File: config.mk
export PLATFORM = sky130hd
export DESIGN_NAME = isd_engine
export DESIGN_NICKNAME = d
export VERILOG_FILES = /design/src/rtl/isd_pkg.sv /design/src/rtl/isd_engine.sv
export SDC_FILE = /design/constraint.sdc
export NUM_CORES = 1
export LEC_CHECK = 0
export CELL_PAD_IN_SITES_DETAIL_PLACEMENT = 0
export CELL_PAD_IN_SITES_GLOBAL_PLACEMENT = 1
export CORE_MARGIN = 2
export CORE_UTILIZATION = 54
export DETAILED_ROUTE_END_ITERATION = 8
export DONT_BUFFER_PORTS = 1
export GPL_TIMING_DRIVEN = 1
export HOLD_SLACK_MARGIN = 0.02
export PLACE_DENSITY_LB_ADDON = 0.1
export SLEW_MARGIN = 20
export SYNTH_ARGS = -nofsm -noshare
export SYNTH_HDL_FRONTEND = slang
export SYNTH_SLANG_ARGS = --single-unit
File: constraint.sdc
create_clock -name clk -period 7 [get_ports clk]
set_clock_uncertainty 0.15 [all_clocks]
set_input_delay 0.35 -clock clk [delete_from_list [all_inputs] [get_ports clk]]
set_output_delay 0.35 -clock clk [all_outputs]
set_load 0.01 [all_outputs]
File: src/rtl/isd_pkg.sv
// Purpose: constants for the iso split descriptor engine
// Assumes: descriptor words DW0/DW1 form one 64-bit value
// Notes: register offsets are byte addresses on apb
package isd_pkg;
   localparam int unsigned TOK_HI = 43;
   localparam int unsigned TOK_LO = 42;
   localparam int unsigned ADDR_HI = 41;
   localparam int unsigned ADDR_LO = 35;
   localparam int unsigned EPH_HI = 34;
   localparam int unsigned EPH_LO = 32;
   localparam int unsigned EPL_BIT = 31;
   localparam int unsigned CAP_HI = 28;
   localparam int unsigned CAP_LO = 18;
   localparam int unsigned CNT_HI = 17;
   localparam int unsigned CNT_LO = 3;
   localparam int unsigned VALID_BIT = 0;
   localparam int unsigned SPLIT_BIT = 46;
   localparam int unsigned ACTIVE_BIT = 63;
   localparam logic [1:0] TOKEN_OUT = 2'h0;
   localparam logic [1:0] TOKEN_IN = 2'h1;
   localparam logic [14:0] MAX_ISO_COUNT = 15'h3ff;
   localparam logic [7:0] OFS_DW0 = 8'h00;
   localparam logic [7:0] OFS_DW1 = 8'h04;
   localparam logic [7:0] OFS_STAT = 8'h08;
   localparam logic [7:0] OFS_IRQ_STAT = 8'h0c;
   localparam logic [7:0] OFS_IRQ_EN = 8'h10;
   localparam logic [7:0] OFS_IRQ_CLR = 8'h14;
   localparam logic [7:0] OFS_PROGRESS = 8'h18;
   localparam int unsigned IRQ_DONE = 0;
   localparam int unsigned IRQ_FATAL = 1;
   localparam logic [31:0] RESET_WORD = 32'h0;
   typedef enum logic [1:0] {ISD_IDLE, ISD_SEND, ISD_DONE} isd_state_t;
endpackage

File: src/rtl/isd_engine.sv
// Purpose: executes one iso split descriptor held in two apb words
// Contract
// - token bits 43:42, 00 out, 01 in
// - function address in bits 41:35
// - endpoint from bits 34:32 plus bit 31
// - each start split capped at payload cap
// - total byte count bits 17:3, max 1023
// - total count acts as max packet size
// - valid cleared on completion or fatal error
// - bit 46 selects split or high speed
// Assumes: link side accepts one byte per ss_ready cycle
// Notes: fatal_err is a same-clock pulse from the link logic
// Notes: totals above 1023 are clipped; a zero cap moves one byte per split
`timescale 1ns/1ps
`default_nettype none
module isd_engine (
   input wire logic clk,
   input wire logic rstn,
   input wire logic psel,
   input wire logic penable,
   input wire logic pwrite,
   input wire logic [7:0] paddr,
   input wire logic [31:0] pwdata,
   output logic [31:0] prdata,
   output logic pready,
   output logic pslverr,
   input wire logic ss_ready,
   input wire logic fatal_err,
   output logic ss_start,
   output logic ss_byte_valid,
   output logic ss_last,
   output logic [1:0] token_type,
   output logic split_mode,
   output logic [6:0] usb_function_addr,
   output logic [3:0] endpoint_number,
   output logic irq
);
   import isd_pkg::*;

   logic [31:0] dw0;
   logic [31:0] next_dw0;
   logic [31:0] dw1;
   logic [31:0] next_dw1;
   isd_state_t state;
   isd_state_t next_state;
   logic [14:0] sent;
   logic [14:0] next_sent;
   logic [10:0] in_split;
   logic [10:0] next_in_split;
   logic [1:0] irq_stat;
   logic [1:0] next_irq_stat;
   logic [1:0] irq_en;
   logic [1:0] next_irq_en;
   logic next_irq;
   logic next_ss_start;
   logic next_ss_valid;
   logic next_ss_last;
   logic [31:0] next_prdata;
   logic next_pready;
   logic next_pslverr;
   logic [1:0] next_token;
   logic next_split;
   logic [6:0] next_faddr;
   logic [3:0] next_ep;

   // bus strobe and descriptor fields
   logic acc;
   logic wr;
   logic [10:0] cap;
   logic [14:0] total;
   logic [14:0] limit;
   // one-cycle completion events
   logic ev_done;
   logic ev_fatal;

   function automatic logic mapped(input logic [7:0] a);
      mapped = (a == OFS_DW0) || (a == OFS_DW1) || (a == OFS_STAT) || (a == OFS_IRQ_STAT) ||
               (a == OFS_IRQ_EN) || (a == OFS_IRQ_CLR) || (a == OFS_PROGRESS);
   endfunction

   // write strobe aimed at one register
   function automatic logic hit(input logic strobe, input logic [7:0] a, input logic [7:0] ofs);
      hit = strobe && (a == ofs);
   endfunction

   assign acc = psel && penable;
   assign wr = acc && pwrite;
   assign cap = dw0[CAP_HI:CAP_LO];
   assign total = dw0[CNT_HI:CNT_LO];
   // total count doubles as max packet size; iso limit enforced
   assign limit = (total > MAX_ISO_COUNT) ? MAX_ISO_COUNT : total;

   // descriptor execution
   always_comb begin
      next_state = state;
      next_sent = sent;
      next_in_split = in_split;
      next_ss_start = 1'b0;
      next_ss_valid = 1'b0;
      next_ss_last = 1'b0;
      ev_done = 1'b0;
      ev_fatal = 1'b0;
      case (state)
         ISD_IDLE: begin
            // only a valid descriptor is started
            if (dw0[VALID_BIT] && limit != 15'h0) begin
               next_state = ISD_SEND;
               next_sent = 15'h0;
               next_in_split = 11'h0;
               next_ss_start = 1'b1;
            end
         end
         ISD_SEND: begin
            if (fatal_err) begin
               ev_fatal = 1'b1;
               next_state = ISD_DONE;
            end else if (ss_ready) begin
               next_ss_valid = 1'b1;
               next_sent = sent + 15'h1;
               if (sent + 15'h1 >= limit) begin
                  next_ss_last = 1'b1;
                  ev_done = 1'b1;
                  next_state = ISD_DONE;
               end else if (in_split + 11'h1 >= cap) begin
                  next_ss_last = 1'b1;
                  next_in_split = 11'h0;
                  next_ss_start = 1'b1;
               end else begin
                  next_in_split = in_split + 11'h1;
               end
            end
         end
         ISD_DONE: begin
            next_state = ISD_IDLE;
         end
         default: begin
            next_state = ISD_IDLE;
         end
      endcase
   end

   // descriptor low word; hardware clear of valid wins over a write
   always_comb begin
      next_dw0 = dw0;
      if (hit(wr, paddr, OFS_DW0)) begin
         next_dw0 = pwdata;
      end
      if (ev_done || ev_fatal) begin
         next_dw0[VALID_BIT] = 1'b0;
      end
   end

   // descriptor high word; hardware clear of active wins over a write
   always_comb begin
      next_dw1 = dw1;
      if (hit(wr, paddr, OFS_DW1)) begin
         next_dw1 = pwdata;
      end
      if (ev_done || ev_fatal) begin
         next_dw1[ACTIVE_BIT - 32] = 1'b0;
      end
   end

   // interrupt enables
   always_comb begin
      next_irq_en = irq_en;
      if (hit(wr, paddr, OFS_IRQ_EN)) begin
         next_irq_en = pwdata[1:0];
      end
   end

   // interrupt status: set wins over clear
   always_comb begin
      next_irq_stat = irq_stat;
      if (hit(wr, paddr, OFS_IRQ_CLR)) begin
         next_irq_stat = irq_stat & ~pwdata[1:0];
      end
      if (ev_done) begin
         next_irq_stat[IRQ_DONE] = 1'b1;
      end
      if (ev_fatal) begin
         next_irq_stat[IRQ_FATAL] = 1'b1;
      end
      next_irq = |(next_irq_stat & next_irq_en);
   end

   // bus answer: ready, slave error and read data
   always_comb begin
      next_prdata = prdata;
      next_pready = 1'b0;
      next_pslverr = 1'b0;
      if (psel && !penable) begin
         next_pready = 1'b1;
         next_pslverr = !mapped(paddr);
         case (paddr)
            OFS_DW0: next_prdata = dw0;
            OFS_DW1: next_prdata = dw1;
            OFS_STAT: next_prdata = {30'h0, state};
            OFS_IRQ_STAT: next_prdata = {30'h0, irq_stat};
            OFS_IRQ_EN: next_prdata = {30'h0, irq_en};
            OFS_PROGRESS: next_prdata = {6'h0, in_split, sent};
            default: next_prdata = RESET_WORD;
         endcase
      end
   end

   // decoded fields, one cycle behind the words
   always_comb begin
      next_token = dw1[TOK_HI - 32:TOK_LO - 32];
      next_split = dw1[SPLIT_BIT - 32];
      next_faddr = dw1[ADDR_HI - 32:ADDR_LO - 32];
      next_ep = {dw1[EPH_HI - 32:EPH_LO - 32], dw0[EPL_BIT]};
   end

   // link sequencer registers
   always_ff @(posedge clk or negedge rstn) begin
      if (!rstn) begin
         state <= ISD_IDLE;
         sent <= 15'h0;
         in_split <= 11'h0;
         ss_start <= 1'b0;
         ss_byte_valid <= 1'b0;
         ss_last <= 1'b0;
      end else begin
         state <= next_state;
         sent <= next_sent;
         in_split <= next_in_split;
         ss_start <= next_ss_start;
         ss_byte_valid <= next_ss_valid;
         ss_last <= next_ss_last;
      end
   end

   // descriptor low word
   always_ff @(posedge clk or negedge rstn) begin
      if (!rstn) begin
         dw0 <= RESET_WORD;
      end else begin
         dw0 <= next_dw0;
      end
   end

   // descriptor high word
   always_ff @(posedge clk or negedge rstn) begin
      if (!rstn) begin
         dw1 <= RESET_WORD;
      end else begin
         dw1 <= next_dw1;
      end
   end

   // interrupt enables
   always_ff @(posedge clk or negedge rstn) begin
      if (!rstn) begin
         irq_en <= 2'h0;
      end else begin
         irq_en <= next_irq_en;
      end
   end

   // interrupt status and line
   always_ff @(posedge clk or negedge rstn) begin
      if (!rstn) begin
         irq_stat <= 2'h0;
         irq <= 1'b0;
      end else begin
         irq_stat <= next_irq_stat;
         irq <= next_irq;
      end
   end

   // bus answer
   always_ff @(posedge clk or negedge rstn) begin
      if (!rstn) begin
         prdata <= RESET_WORD;
         pready <= 1'b0;
         pslverr <= 1'b0;
      end else begin
         prdata <= next_prdata;
         pready <= next_pready;
         pslverr <= next_pslverr;
      end
   end

   // decoded descriptor fields
   always_ff @(posedge clk or negedge rstn) begin
      if (!rstn) begin
         token_type <= TOKEN_OUT;
         split_mode <= 1'b0;
         usb_function_addr <= 7'h0;
         endpoint_number <= 4'h0;
      end else begin
         token_type <= next_token;
         split_mode <= next_split;
         usb_function_addr <= next_faddr;
         endpoint_number <= next_ep;
      end
   end
endmodule
`default_nettype wire

### Yosys cells after proc, flatten, opt, wreduce, memory -nomap -nowiden

Index checks and enable logic that the tools add are counted.

* register bits after elaboration: 148

* $add $sub $neg: 2
* $lt $le $gt $ge: 3
* equal/unequal tests: 13
* muxes and demuxes: 46
* bitwise operators: 3
* reductions and logical operators: 27

Operator list (count)
* $pmux 32 s6: 1
* $mux 15: 4
* $mux 11: 5
* $mux 32: 1
* $pmux 15 s2: 1
* $mux 1: 25
* $eq 8x5->1 const B: 3
* $pmux 11 s2: 1
* $eq 8x4->1 const B: 2
* $add 15x1->15 const B: 1
* $ge 15x15->1: 1
* $gt 15x10->1 const B: 1
* $reduce_bool 15->1: 1
* $mux 2: 6
* $add 11x1->11 const B: 1
* $ge 11x11->1: 1
* $eq 8x3->1 const B: 1
* $logic_and 1x1->1: 8
* $logic_not 8->1: 1
* $ne 2x2->1 const B: 4
* $logic_or 1x1->1: 7
* $ne 3x3->1 const B: 2
* $reduce_bool 2->1: 3
* $reduce_and 5->1: 1
* other kinds (10): 12

### Logic depth before layout (Yosys ltp)

Gate-level depths: netlist of run 1.

* word-level depth: 10
* gate-level depth with buffers: 14
* depth with buffers taken out: 12

### Worst setup path after synthesis of run 1

OpenSTA, ideal clock, no wires.

* path kind: reg-to-reg
* start point: register sent[2]
* end point: register in_split[10]
* data arrival time: 2.982 ns
* setup slack: 3.748 ns
* stages on the path, launching flop included: 14
* buffers on the path: 1
* clock period less this slack: 3.252 ns
* cells stage by stage: dfrtp_1 > and3_1 > and3_1 > clkbuf_1 > nand3_1 > nor2_1 > xor2_1 > ha_1 > nand4_1 > nor4_1 > a211oi_1 > o211ai_1 > and2_1 > a41o_1

* cells in the longest elaborated chain, start to end: 4

Ends and longest elaborated chain
* start: declaration: RTL line isd_engine.sv:46 `logic [14:0] sent;`
* start signal: assignment: RTL line isd_engine.sv:226 `sent <= next_sent;`
* $add 15x1->15: RTL line isd_engine.sv:120 `if (sent + 15'h1 >= limit) begin`
* $ge 15x15->1: RTL line isd_engine.sv:120
* $ne 2x2->1 (no line)
* $reduce_and 5->1 (no line)
* end signal: assignment: RTL line isd_engine.sv:227 `in_split <= next_in_split;`
* end: declaration: RTL line isd_engine.sv:48 `logic [10:0] in_split;`

No other way between the ends.
A chain may end at the register's enable or synchronous reset.

### Worst setup path after layout of run 1

* start point: register sent[0]
* end point: register dw0[0]

* cells in the longest elaborated chain, start to end: 8
* elaborated cells on any way between the ends: 9
* those cells by class: add/sub (1); order compare (1); mux (5); reduce/logical (2)

Ends and longest elaborated chain
* $add 15x1->15 *: RTL line isd_engine.sv:120
* $ge 15x15->1 *: RTL line isd_engine.sv:120
* $mux 1 *: RTL line isd_engine.sv:120
* $mux 1 *: RTL line isd_engine.sv:117 `end else if (ss_ready) begin`
* $mux 1 *: RTL line isd_engine.sv:114 `if (fatal_err) begin`
* $mux 1 *: RTL line isd_engine.sv:103 `case (state)`
* $logic_or 1x1->1 *: RTL line isd_engine.sv:148 `if (ev_done || ev_fatal) begin`
* $mux 1 / $reduce_bool 2->1 (equally long branches)
* end signal: assignment: RTL line isd_engine.sv:239 `dw0 <= next_dw0;`
* end: declaration: RTL line isd_engine.sv:40 `logic [31:0] dw0;`

Every way passes the cells marked *; elsewhere a longest branch is shown, timed or not.

==> results of run 1 <==
==> flip-flops by register name (all words and copies together), names as in the netlist <==
name	cells
irq_stat	2
split_mode	1
ss_byte_valid	1
dw1	32
ss_start	1
dw0	32
irq_en	2
usb_function_addr	7
sent	15
pslverr	1
pready	1
in_split	11
token_type	2
irq	1
endpoint_number	4
state	2
prdata	32
ss_last	1
==> worst paths after layout <==
path | start | end | slack [ns] | cells after the start
worst max-delay path | sent[0] | dw0[0] | 3.01 | 12
worst min-delay path | paddr[5] | pslverr | 0.05 | 3
worst max register to register | sent[0] | dw0[0] | 3.01 | 12
worst min register to register | dw1[14] | split_mode | 0.26 | 0
max in group asynchronous | rstn | prdata[6] | 5.73 | 2
min in group asynchronous | rstn | prdata[24] | 0.46 | 2
==> cell families after synthesis <==
kind of cell	Yosys count	synth area share, %
adders and majority gates	28	4.975
DFF	148	52.59
muxes	66	10.50
other	1	0.05325
AOI/OAI and AO/OA	142	14.21
xor gates and xnor gates	20	2.487
and+or+nand+nor	176	11.87
buffers and inverters	58	3.305
==> power groups by stage <==
stage	Sequential [mW]	Clock (mW)	Combinational (mW)
after CTS	0.877	0.998	0.0919
after global routing	0.878	1.04	0.103
after detailed placement	0.892	0	0.0537
final	0.877	0.981	0.0913
after floorplan	0.889	0	0.0429
after global placement	0.891	0	0.0523
==> layout make-up <==
| type | instances | area, sq um |
|---|---|---|
| inverter | 20 | 75.07 |
| clock inverter | 13 | 206.4 |
| tap | 172 | 215.2 |
| fill | 1044 | 4463 |
| clock buffer | 19 | 432.9 |
| timing repair buffer | 45 | 447.9 |
| multi-input combinational | 437 | 3127 |
| sequential | 148 | 3704 |
==> synthesized netlist by cell type (8+ instances only) <==
| library cell | count | area [sq um] |
|---|---|---|
| xnor2_1 | 10 | 87.58 |
| nand4_1 | 8 | 50.05 |
| a211oi_1 | 9 | 67.56 |
| nor2_1 | 34 | 127.6 |
| dfrtp_1 | 148 | 3704 |
| nand2_1 | 72 | 270.3 |
| ha_1 | 28 | 350.3 |
| a31oi_1 | 8 | 50.05 |
| a22oi_1 | 11 | 82.58 |
| nand3_1 | 15 | 75.07 |
| inv_1 | 20 | 75.07 |
| nor3_1 | 8 | 40.04 |
| and3_1 | 8 | 50.05 |
| a21oi_1 | 11 | 55.05 |
| o21ai_0 | 44 | 220.2 |
| clkbuf_1 | 33 | 123.9 |
| mux2_2 | 58 | 653.1 |
| xor2_1 | 10 | 87.58 |
| a222oi_1 | 24 | 240.2 |
==> metal layers <==
layer	vias up	share of wire, %	routed length (um)
li1	2400	-	-
met1	2609	47	7980
met2	164	46	7686
met3	15	6.2	1050
met4	0	0.97	163
met5	-	0	0
==> stage by stage <==
| step | setup slack [ns] | power, mW | hold slack (ns) |
|---|---|---|---|
| 3_3_place_gp | 3.361 | 0.9438 | -0.09234 |
| 6_report | 3.005 | 1.949 | 0.04602 |
| 5_1_grt | 2.664 | 2.019 | 0.05065 |
| 2_1_floorplan | 3.748 | 0.9322 | -0.09559 |
| 3_5_place_dp | 3.238 | 0.9458 | -0.09218 |
| 4_1_cts | 3.019 | 1.967 | 0.03596 |
==> worst min-delay path: cells and delay by family <==
family,cells,cell delay (ns)
and+or+nand+nor,2,0.16
AOI/OAI and AO/OA,1,0.07
==> what timing repair did <==
action | 4_1_cts | 5_1_grt
endpoints found under the hold margin | 217 | 0
resized for setup | 0 | 0
hold buffers | 37 | 0
==> metrics.cfg, run 1 <==
[layout]
post_route_cells_drive_above_1_share_pct = 15.69
final_cell_area_sq_um = 8208
layout.nets = 744
finish.utilization_pct = 64.78
final_cell_count_no_fill = 854
syn_to_final_growth_pct = 16.56
antenna_cells = 0
final_cell_mix = 148 x dfrtp_1, 72 x nand2_1, 58 x mux2_2
final_common_cell = dfrtp_1

[floorplanning]
ioPinCount = 99
fp.dieW_um = 118.2
die_area_sq_um = 13970
die_height_um = 118.2
core_sq_um = 12670
initial_core_util_pct = 55.57
fp-row-count = 41

[worst_setup_path]
max_stage_delay_ns = 0.57
critPathSlowestCell = dlygate4sd3_1
cp_num_buf_inv = 1
critPathLaunchType = register
worstSetupPathType = register to register
required_ns = 7.20
end_kind = register
crit_family = simple AND/OR/NAND/NOR gates
cp.arrival_ns = 4.20
path_cells = ha_1, nand3_1, nor4_1, xor2_1, ha_1, nand4_1, nor4_1, a211oi_1, o21ai_2, and3_1, a211oi_1, dlygate4sd3_1
path_max_fanout = 7

[cts]
htreeDepth = 4
cts.clk_slew.worst_paths_ns = 0.06
clkLatencyLatePin_ns = 0.42
postCtsSetupBuffers = 0
clockRootBuffer = clkbuf_16
cts_buffers = 17
clock-sinks = 148
cts_tree = built
clock_path_buffers = 2

[placed_design]
routabilityCongestion = 0.8853
dpl_cell_area_sq_um = 7173
port_buffers = 0
post-place-cells = 784
hpwl_mm = 11.08

[timing]
relSlewSlack_pct = 39.08
rsz0062_at_grt = no
worst_pin_slew_ns = 0.9128
setup_tns_ns = 0
period_minus_slack_ns = 3.995
slew_viol_final = 0
hold_viol = 0
post-route-period-util_pct = 57.07
fmax_mhz = 250.3
setup_violations = 0

[logic_synthesis]
yosys_warnings = 0
ys_seq_area_share_pct = 52.59
synth_area_per_cell_sq_um = 11.02
synth.distinct_cells = 52
synth_flop_cell = dfrtp_1
synth_edf_count = 0
synth_area_sq_um = 7042
async_flop_share_pct = 100.0
syn_inst = 639
ys_ff_latch = 148

[grt]
use_met3_pct = 5.598
met2_usage_pct = 38.40
grt_busiest_layer = met2
grt_max_degree = 149
grtUsageMet1_pct = 37.21
grt_pass1_wl_mm = 27.94
grtUsageTotal_pct = 25.55
grt-ovfl-total = 0
antenna_found_initial = 0
grt_pass1_vias = 5242

[routing]
wl_per_cell_um = 19.77
drt_iter0_drc = 511
ant_nets = 0
drt-pass1-iter-count = 6
num_vias = 5188
finalWirelength_mm = 16.88
viasPerCell = 6.075
drc = 0

[pwr]
ir_drop_mv = 0.1679
swShare_pct = 21.29
comb_power_share_pct = 4.7
leakagePower_nw = 3.895
pwr-share-clk_pct = 50.3
pwr-share-seq_pct = 45.0
switchingPower_mw = 0.4150
power_density_nw_per_um2 = 237.5
p_int_mw = 1.534

[status]
status = finished clean

[flow_run]
drv_cap = 0

[worst_hold_path]
hold_class = input port to register

(Power assumes the default switching activity.)
==> run 2, diff against run 1 <==
--- a/config.mk
+++ b/config.mk
@@ -5,10 +5,11 @@
 export SDC_FILE = /design/constraint.sdc
 export NUM_CORES = 1
 export LEC_CHECK = 0
+export ABC_AREA = 1
 export CELL_PAD_IN_SITES_DETAIL_PLACEMENT = 0
 export CELL_PAD_IN_SITES_GLOBAL_PLACEMENT = 1
 export CORE_MARGIN = 2
-export CORE_UTILIZATION = 54
+export CORE_UTILIZATION = 47
 export DETAILED_ROUTE_END_ITERATION = 8
 export DONT_BUFFER_PORTS = 1
 export GPL_TIMING_DRIVEN = 1
==> constraint.sdc (replaced) <==
create_clock -name clk -period 4.2 [get_ports clk]
set_clock_uncertainty 0.15 [all_clocks]
set_input_delay 0.21 -clock clk [delete_from_list [all_inputs] [get_ports clk]]
set_output_delay 0.21 -clock clk [all_outputs]
set_load 0.01 [all_outputs]
==> metrics.cfg, run 2 <==
[status]
status = finished clean

[logic_synthesis]
synth_area_sq_um = 7527  ; +6.9%
synth_flop_cell = dfrtp_1
synth_top_area_cell = dfrtp_1
synth_top_area_share_pct = 49.20  ; -3.4 points
async_flop_share_pct = 100.0  ; unchanged
synth_area_per_cell_sq_um = 7.999  ; -27%
syn_inst = 941  ; +47%
synth_commonest_cells = 277 x nand2_1, 148 x dfrtp_1, 106 x inv_1
ys_seq_area_share_pct = 49.20  ; -3.4 points
synth.distinct_cells = 33  ; -37%
synth_edf_count = 0  ; unchanged
synth.most_common_cell = nand2_1
yosys_warnings = 0  ; unchanged
synth.area.top_cells = dfrtp_1 49%, nand2_1 14%, nand3_1 5.7%, inv_1 5.3%, ha_1 4.7%
ys_ff_latch = 148  ; unchanged

[grt]
grt-ovfl-total = 0  ; unchanged
grt_pass1_wl_mm = 34.08  ; +22%
grt_max_degree = 149  ; unchanged
grtUsageMet1_pct = 37.04  ; -0.18 points
antenna_found_initial = 0  ; unchanged
met2_usage_pct = 41.05  ; +2.7 points
use_met3_pct = 7.695  ; +2.1 points
grtUsageTotal_pct = 26.61  ; +1.1 points
grt_busiest_layer = met2
grt_pass1_vias = 6309  ; +20%

[floorplanning]
initial_core_util_pct = 47.73  ; -7.8 points
fp-row-count = 46  ; +12%
die_area_sq_um = 17040  ; +22%
fp.dieW_um = 130.6  ; +10%
die_height_um = 130.6  ; +10%
core_sq_um = 15770  ; +24%
ioPinCount = 99  ; unchanged

[layout]
final_cell_mix = 277 x nand2_1, 148 x dfrtp_1, 106 x inv_1
multiInputGateArea_sq_um = 3256  ; +4.1%
antenna_cells = 0  ; unchanged
register_area_sq_um = 3704  ; unchanged
post_route_cells_drive_above_1_share_pct = 6.855  ; -8.8 points
largest_registers = dw0 (32), dw1 (32), prdata (32)
syn_to_final_growth_pct = 15.81
fillCellCount = 1574  ; +51%
layout.nets = 1054  ; +42%
final_common_cell = nand2_1

[pwr]
ir_drop_mv = 0.3018  ; +80%
power_mw = 3.185  ; +63%
leakagePower_nw = 4.427  ; +14%
power_density_nw_per_um2 = 365.4  ; +54%

[routing]
finalWirelength_mm = 21.46  ; +27%
num_vias = 6374  ; +23%
wl_per_cell_um = 17.76  ; -10%
ant_nets = 0  ; unchanged
drt_iter0_drc = 366  ; -28%
drt-pass1-iter-count = 4  ; -2
viasPerCell = 5.276  ; -13%
drc = 0  ; unchanged

[worst_setup_path]
path_max_fanout = 5  ; -2
worstSetupPathType = register to register
critPathLaunchType = register
startpoint = sent[0]
reg2reg_depth = 18  ; +6
required_ns = 4.36  ; -2.84 ns
end_kind = register
rr_startpoint = sent[0]
r2r_slack_ns = 0.50  ; -2.50 ns
reg2reg_to = dw0[0]
crit_end = dw0[0]
cp.arrival_ns = 3.86  ; -0.34 ns

[cts]
clkLatencyLatePin_ns = 0.43  ; about the same
cts_tree = built
clock_path_buffers = 2  ; unchanged
cts_buffers = 17  ; unchanged
htreeDepth = 4  ; unchanged
postCtsSetupBuffers = 0  ; unchanged
clock-sinks = 148  ; unchanged
cts.clk_slew.worst_paths_ns = 0.07  ; about the same
clockRootBuffer = clkbuf_16

[timing]
slew_viol_final = 0  ; unchanged
hold_ws_ns = 0.03359  ; -0.01243 ns
setup_tns_ns = 0  ; unchanged
rsz0062_at_grt = no
setup_violations = 0  ; unchanged
hold_viol = 0  ; unchanged
worst_pin_slew_ns = 0.8341  ; -0.07864 ns
fmax_mhz = 270.4  ; +8.0%
period_minus_slack_ns = 3.698  ; -0.2967 ns
relSlewSlack_pct = 44.39  ; +5.3 points
post-route-period-util_pct = 88.05  ; +31 points

[flow_run]
drv_cap = 0  ; unchanged

[placed_design]
port_buffers = 0  ; unchanged
routabilityCongestion = 0.8757  ; -1.1%
hpwl_mm = 14.70  ; +33%

[worst_hold_path]
holdPathStages = 5  ; +2
hold_class = input port to register

## run 2: logic make-up (layout without fill, tap and decap cells)
family | Yosys count | count (layout) | share of synthesized area (%)
AO/OA/AOI/OAI | 145 | 145 | 10.37
XOR/XNOR | 15 | 15 | 1.745
adder cells (fa/ha/maj) | 28 | 28 | 4.654
other | 1 | 5 | 0.04982
buffers and inverters | 147 | 194 | 7.862
AND/OR/NAND/NOR | 457 | 457 | 26.11
flip-flops | 148 | 148 | 49.20
## run 2: per-stage QoR
| stage | util (%) | std cells | area [sq um] | setup WS (ns) |
|---|---|---|---|---|
| CTS | 55.28 | 1208 | 8717 | 0.5235 |
| floorplan | - | 945 | 7542 | 1.472 |
| global placement | 48.90 | 1134 | 7711 | 0.9574 |
| detailed placement | 48.90 | 1134 | 7711 | 0.7593 |
| global route | 55.28 | 1208 | 8717 | 0.08987 |
| finish | 55.28 | 1208 | 8717 | 0.5019 |
## run 2: final cells by class
type / instances / share of cell area, %
Tap cell: 216 / 3.100
Multi-Input combinational cell: 650 / 37.35
Sequential cell: 148 / 42.49
Clock inverter: 14 / 1.593
Inverter: 112 / 4.837
Timing Repair Buffer: 50 / 5.713
Clock buffer: 18 / 4.923
## run 2: worst max-delay path: stages, from the launching register on
cell,delay (ns)
dfrtp_1,0.44
ha_1,0.23
nand3_1,0.13
nor2_2,0.20
nand3_1,0.15
nor2_1,0.18
xor2_1,0.21
inv_1,0.07
ha_1,0.32
nand2_1,0.06
inv_1,0.06
nand3_1,0.06
nor3_1,0.13
nand2_1,0.07
nand3_1,0.13
nand2_1,0.13
nand2_1,0.22
a21oi_1,0.07
dlygate4sd3_1,0.56
## run 2: power breakdown
| part | total (mW) | switching (mW) | internal (mW) | leakage [nW] |
|---|---|---|---|---|
| Clock | 1.49 | 0.659 | 0.832 | 0.276 |
| Sequential | 1.47 | 0.0233 | 1.45 | 2.04 |
| Combinational | 0.222 | 0.146 | 0.0766 | 2.11 |
## run 2: routing by layer
layer / up-vias / share of wire (%)
li1: 3106 / -
met1: 3077 / 47
met2: 166 / 45
met3: 25 / 6.3
met4: 0 / 1.4
met5: - / 0
## run 2: how the worst min path moves through the flow
stage              from                 end
2_1_floorplan      rstn              dw0[0]
3_3_place_gp       rstn  endpoint_number[2]
3_5_place_dp       rstn            sent[13]
4_1_cts        paddr[5]          prdata[28]
5_1_grt        paddr[5]          prdata[27]
6_report       paddr[5]          prdata[28]
## run 2: timing repair
item,CTS,global route
endpoints found under the hold margin,228,0
resized for setup,0,0
hold buffers,42,0
